### config.mk
export PLATFORM = sky130hd
export DESIGN_NAME = rsp_regs
export DESIGN_NICKNAME = d
export VERILOG_FILES = /design/src/rtl/rsp_pkg.sv /design/src/rtl/rsp_regs.sv
export SDC_FILE = /design/constraint.sdc
export NUM_CORES = 1
export LEC_CHECK = 0
export ABC_AREA = 1
export BUFFER_PORTS_ARGS = -buffer_cell sky130_fd_sc_hd__buf_2
export CORE_AREA = 5 5 78 80
export DETAILED_ROUTE_END_ITERATION = 10
export DIE_AREA = 0 0 83 85
export GPL_TIMING_DRIVEN = 0
export PLACE_DENSITY = 0.71
export SLEW_MARGIN = 20
export SYNTH_ARGS = -nofsm -noshare
export SYNTH_HDL_FRONTEND = slang
export SYNTH_SLANG_ARGS = --single-unit
### constraint.sdc
create_clock -name i_clk -period 2 [get_ports i_clk]
set_input_delay 0.1 -clock i_clk [delete_from_list [all_inputs] [get_ports i_clk]]
set_output_delay 0.1 -clock i_clk [all_outputs]
set_load 0.05 [all_outputs]
### src/rtl/rsp_pkg.sv
// regulator setpoint/limit register bank: shared constants and carriers
// assumes an 8-bit addressed serial control port decoded upstream
`default_nettype none
package rsp_pkg;
	localparam int          DW           = 8;
	localparam int          CW           = 6;
	localparam logic [7:0]  OFF_CEIL1    = 8'h12;
	localparam logic [7:0]  OFF_OP2      = 8'h13;
	localparam logic [7:0]  OFF_ALT2     = 8'h14;
	localparam int          POS_SRC      = 6;
	localparam int          POS_ENABLE   = 7;
	localparam int          POS_PWRSAVE  = 6;
	localparam logic [5:0]  CEIL_OPEN_LO = 6'h00;
	localparam logic [5:0]  CEIL_OPEN_HI = 6'h3F;
	localparam logic [7:0]  RDATA_RESET  = 8'h00;
	localparam logic [7:0]  RDATA_UNMAP  = 8'h00;
	localparam logic [1:0]  RSVD_ZERO2   = 2'h0;
	localparam logic        RSVD_ZERO1   = 1'h0;

	// one register port request
	typedef struct packed {
		logic          wr;
		logic          rd;
		logic [7:0]    addr;
		logic [DW-1:0] wdata;
	} rsp_req_t;

	// one-time-programmed defaults, static while running
	typedef struct packed {
		logic [CW-1:0] ceiling;
		logic          op_src;
		logic [CW-1:0] op_code;
		logic          alt_enable;
		logic          alt_pwrsave;
		logic [CW-1:0] alt_code;
	} rsp_otp_t;

	// regulator control outputs
	typedef struct packed {
		logic [CW-1:0] code;
		logic          enable;
		logic          pwrsave;
		logic [CW-1:0] ceiling;
	} rsp_ctl_t;
endpackage
`default_nettype wire

### src/rtl/rsp_regs.sv
// regulator setpoint/limit register bank: ceiling, operating and alternate setpoints
// assumes the serial port front end delivers one-cycle wr/rd strobes on i_clk
//
// Contract
// - ceiling field caps both setpoint codes at write time
// - over-ceiling setpoint codes are discarded
// - intermediate ceiling locks whole limit register
// - reserved bits read zero, written zero
// - source select picks operating or alternate code
// - setpoints hold six-bit voltage codes
// - alternate bit7 enables the regulator
// - alternate bit6 selects power-save mode
// - reset reloads one-time-programmed defaults
`timescale 1ns/10ps
`default_nettype none
module rsp_regs (
	input  wire logic              i_clk,
	input  wire logic              i_reset_n,
	input  wire rsp_pkg::rsp_req_t i_req,
	input  wire rsp_pkg::rsp_otp_t i_otp,
	output logic [7:0]             o_rdata,
	output var rsp_pkg::rsp_ctl_t  o_ctl
);
	logic [5:0] ceil_r,     ceil_nxt;
	logic       src_r,      src_nxt;
	logic [5:0] op_code_r,  op_code_nxt;
	logic       en_r,       en_nxt;
	logic       psave_r,    psave_nxt;
	logic [5:0] alt_code_r, alt_code_nxt;
	logic [7:0] rdata_r,    rdata_nxt;
	rsp_pkg::rsp_ctl_t ctl_r, ctl_nxt;
	logic       locked;
	logic [5:0] wcode;

	function automatic logic hit(input logic [7:0] a, input logic [7:0] off);
		hit = (a == off);
	endfunction

	// unsigned compare, done on the incoming code before storage
	function automatic logic code_ok(input logic [5:0] c, input logic [5:0] lim);
		code_ok = (c <= lim);
	endfunction

	// 0x00 and 0x3F leave the register writable; anything else freezes it
	assign locked = (ceil_r != rsp_pkg::CEIL_OPEN_LO) && (ceil_r != rsp_pkg::CEIL_OPEN_HI);
	assign wcode  = i_req.wdata[5:0];

	always_comb begin
		ceil_nxt     = ceil_r;
		src_nxt      = src_r;
		op_code_nxt  = op_code_r;
		en_nxt       = en_r;
		psave_nxt    = psave_r;
		alt_code_nxt = alt_code_r;
		// defaults copied on every clock edge while reset is low, so i_otp must settle before release
		if (!i_reset_n) begin
			ceil_nxt     = i_otp.ceiling;
			src_nxt      = i_otp.op_src;
			op_code_nxt  = i_otp.op_code;
			en_nxt       = i_otp.alt_enable;
			psave_nxt    = i_otp.alt_pwrsave;
			alt_code_nxt = i_otp.alt_code;
		end else if (i_req.wr) begin
			if (hit(i_req.addr, rsp_pkg::OFF_CEIL1)) begin
				if (!locked) begin
					ceil_nxt = wcode;
				end
			end else if (hit(i_req.addr, rsp_pkg::OFF_OP2)) begin
				src_nxt = i_req.wdata[rsp_pkg::POS_SRC];
				// over-limit code dropped, control bits still taken
				if (code_ok(wcode, ceil_r)) begin
					op_code_nxt = wcode;
				end
			end else if (hit(i_req.addr, rsp_pkg::OFF_ALT2)) begin
				en_nxt    = i_req.wdata[rsp_pkg::POS_ENABLE];
				psave_nxt = i_req.wdata[rsp_pkg::POS_PWRSAVE];
				if (code_ok(wcode, ceil_r)) begin
					alt_code_nxt = wcode;
				end
			end
		end
	end

	always_ff @(posedge i_clk) begin
		ceil_r     <= ceil_nxt;
		src_r      <= src_nxt;
		op_code_r  <= op_code_nxt;
		en_r       <= en_nxt;
		psave_r    <= psave_nxt;
		alt_code_r <= alt_code_nxt;
	end

	// read data held until the next read or reset; bit 7 of op and 7:6 of limit fixed low
	always_comb begin
		rdata_nxt = rdata_r;
		if (!i_reset_n) begin
			rdata_nxt = rsp_pkg::RDATA_RESET;
		end else if (i_req.rd) begin
			if (hit(i_req.addr, rsp_pkg::OFF_CEIL1)) begin
				rdata_nxt = {rsp_pkg::RSVD_ZERO2, ceil_r};
			end else if (hit(i_req.addr, rsp_pkg::OFF_OP2)) begin
				rdata_nxt = {rsp_pkg::RSVD_ZERO1, src_r, op_code_r};
			end else if (hit(i_req.addr, rsp_pkg::OFF_ALT2)) begin
				rdata_nxt = {en_r, psave_r, alt_code_r};
			end else begin
				rdata_nxt = rsp_pkg::RDATA_UNMAP;
			end
		end
	end

	always_ff @(posedge i_clk) begin
		rdata_r <= rdata_nxt;
	end

	// outputs lag the registers by one cycle so they come straight from flops
	always_comb begin
		ctl_nxt.code    = src_r ? alt_code_r : op_code_r;
		ctl_nxt.enable  = en_r;
		ctl_nxt.pwrsave = psave_r;
		ctl_nxt.ceiling = ceil_r;
	end

	always_ff @(posedge i_clk) begin
		ctl_r <= ctl_nxt;
	end

	assign o_rdata = rdata_r;
	assign o_ctl   = ctl_r;
endmodule
`default_nettype wire

==> results.cfg <==
[synth]
synth.ff_latch_count = 43
synth_cells = 232
cell_area_after_synthesis_um2 = 2043
syn_nets = 279
number_of_distinct_standard_cells_referenced_by_the_synthesized_netlist = 25
synth_seq_area_share_pct = 52.42
yosysWarnings = 0
synthesis.area_per_instance_um2 = 8.807

[final_layout]
final_core_utilization_pct = 47.89
mostFrequentLayoutCell = sky130_fd_sc_hd__nand2_1
fin_nets = 347
syn_to_final_growth_pct = 25.11
antenna_diode_count = 0
most_frequent_cells_in_the_layout = sky130_fd_sc_hd__nand2_1 (86), sky130_fd_sc_hd__buf_2 (63), sky130_fd_sc_hd__nand3_1 (28)
layout-drive-gt1-share_pct = 31.89

[clock_tree]
tritoncts_clock_tree = done
worst_case_clock_buffer_depth = 2
clockRootBuffer = sky130_fd_sc_hd__clkbuf_8
tritoncts_num_sinks = 43
cts_hold_buffers = 0
postCtsSetupBuffers = 0
clk-insertion-delay-late_ns = 0.30
htree_num_levels = 2
cts.clk_slew.worst_paths_ns = 0.08
ctsResizeCount = 0
cts_made_buffers = 5

[floorplanning]
dieArea_um2 = 7055
floorplan.initialDensity_pct = 38.28
floorplan.core_area_um2 = 5338
ios = 63
fp.dieH_um = 85
rows = 27
dieWidth_um = 83

[pwr]
power_leakage_nw = 1.280
power_per_cell_area_nw_per_um2 = 821.0
worst_ir_drop_vdd_mv = 0.3728
finalPower_mw = 2.099

[global_routing]
grt_first_pass_wirelength_um = 8183
grt.total_usage_pct = 14.44
first_global_vias = 1767
grt_max_degree = 14
antenna_violations_before_repair = 0
overflow = 0

[drt]
vias = 1734
detail_route.iter0.violations = 97
totalWireLength_um = 4860
avgViaCountPerCell = 4.649
detail_route.drc_violations = 0
pre_antenna_drt_iters = 4
wire_per_inst_um = 13.03
route.antenna.remaining_nets = 0

[worst_setup_path]
required_ns = 1.98
timing.critical_path.from = ceil_r[1]$_DFFE_PP_
crit_end_category = flip-flop
arrival_ns = 1.83
path_max_fanout = 6
category_of_the_worst_setup_path_launch_point = flip-flop
critical_r2r_launch = ceil_r[1]$_DFFE_PP_
setup.worst_path.class = reg -> reg

[sta]
final-hold-violation-count = 0
maxSlewViolCount = 0
final.min_clock_period_ns = 1.844
setup_ws_ns = 0.1560
min_period_over_period_pct = 92.20
timing.slew.headroom_pct = 67.46
grt_setup_unrepaired = no
clock_skew_ns = 0.008914
max_freq_mhz = 542.3
setup-tns-final_ns = 0
setup_viol = 0
slew_at_the_pin_with_the_worst_max_slew_slack_ns = 0.4882

[run_status]
status = finished clean

[hold_path]
hold_path.class = in -> reg
worstHoldStart = i_otp[16]

[placement]
place_congestion = 0.8402
place_ws_ns = 0.1838
dp.final_hpwl_um = 3907
io_buffer_count = 61

[run]
cap_violations = 0
==> worst paths after layout <==
path | to | slack [ns] | depth (start not counted)
worst min register to register | o_ctl[6]$_DFF_P_ | 0.38 | 0
worst max-delay path | alt_code_r[4]$_DFFE_PP_ | 0.16 | 8
worst min-delay path | ceil_r[1]$_DFFE_PP_ | 0.05 | 3
worst max register to register | alt_code_r[4]$_DFFE_PP_ | 0.16 | 8
==> layout make-up <==
type	instances	area (um2)
clock inverter	2	35.03
buffer	8	47.55
tap	72	90.09
inverter	25	93.84
clock buffer	6	82.58
sequential	43	1071
fill	553	2781
multi-input combinational	156	830.8
timing repair buffer	61	305.3
==> worst max-delay path, cell delays in order (launching register included) <==
cell and delay, ns:
sky130_fd_sc_hd__edfxtp_1 0.43, sky130_fd_sc_hd__inv_1 0.15, sky130_fd_sc_hd__ha_1 0.26, sky130_fd_sc_hd__inv_1 0.06, sky130_fd_sc_hd__nor2_1 0.03, sky130_fd_sc_hd__o21ai_0 0.14
sky130_fd_sc_hd__nand3_1 0.09, sky130_fd_sc_hd__nand2_1 0.09, sky130_fd_sc_hd__o21a_1 0.29
==> metal layers <==
layer	track usage, %	wire length (um)	part of all wire, %	up-vias
met2	25.07	2364	49	60
met4	5.052	71	1.5	0
li1	-	-	-	889
met5	0	0	0	-
met1	17.01	2098	43	779
met3	4.272	325	6.7	6
==> registers in the layout, indices dropped and copies added (netlist names) <==
signal and count:
alt_code_r 6, psave_r 1, src_r 1, op_code_r 6
o_ctl 14, ceil_r 6, o_rdata 8, en_r 1
==> cells by family after synthesis <==
logic type	count (synthesis)	synth area share (%)
buf+inv	33	6.920
compound gates	16	5.327
simple gates	128	28.35
fa+ha+maj	6	3.674
mux	6	3.307
flops	43	52.42
==> synthesized netlist by cell type (all sizes together) <==
cell type / count / area (um2)
edfxtp: 21 / 630.6
nand2: 90 / 352.8
o21ai: 4 / 20.01
clkbuf: 3 / 11.26
ha: 6 / 75.07
a21oi: 9 / 67.56
o22ai: 1 / 6.260
o21bai: 1 / 7.510
inv: 25 / 93.84
buf: 5 / 36.28
mux2: 6 / 67.56
o21a: 1 / 7.510
nand4: 4 / 25.02
nor2: 6 / 61.31
dfxtp: 22 / 440.4
nand3: 28 / 140.1
==> per-stage QoR <==
| stage | instances | area [um2] | hold WS (ns) |
|---|---|---|---|
| CTS | 373 | 2556 | 0.04847 |
| floorplan | 232 | 2043 | 0.2786 |
| global placement | 365 | 2439 | 0.3667 |
| finish | 373 | 2556 | 0.05494 |
| global route | 373 | 2556 | 0.05552 |
| detailed placement | 365 | 2439 | 0.3646 |
==> power by group <==
| part | internal (mW) | leakage, nW | switching, mW |
|---|---|---|---|
| Clock | 0.404 | 0.0612 | 0.296 |
| Combinational | 0.110 | 0.832 | 0.255 |
| Sequential | 1.00 | 0.387 | 0.0305 |
| Total | 1.52 | 1.28 | 0.582 |
(Power assumes the default switching activity.)
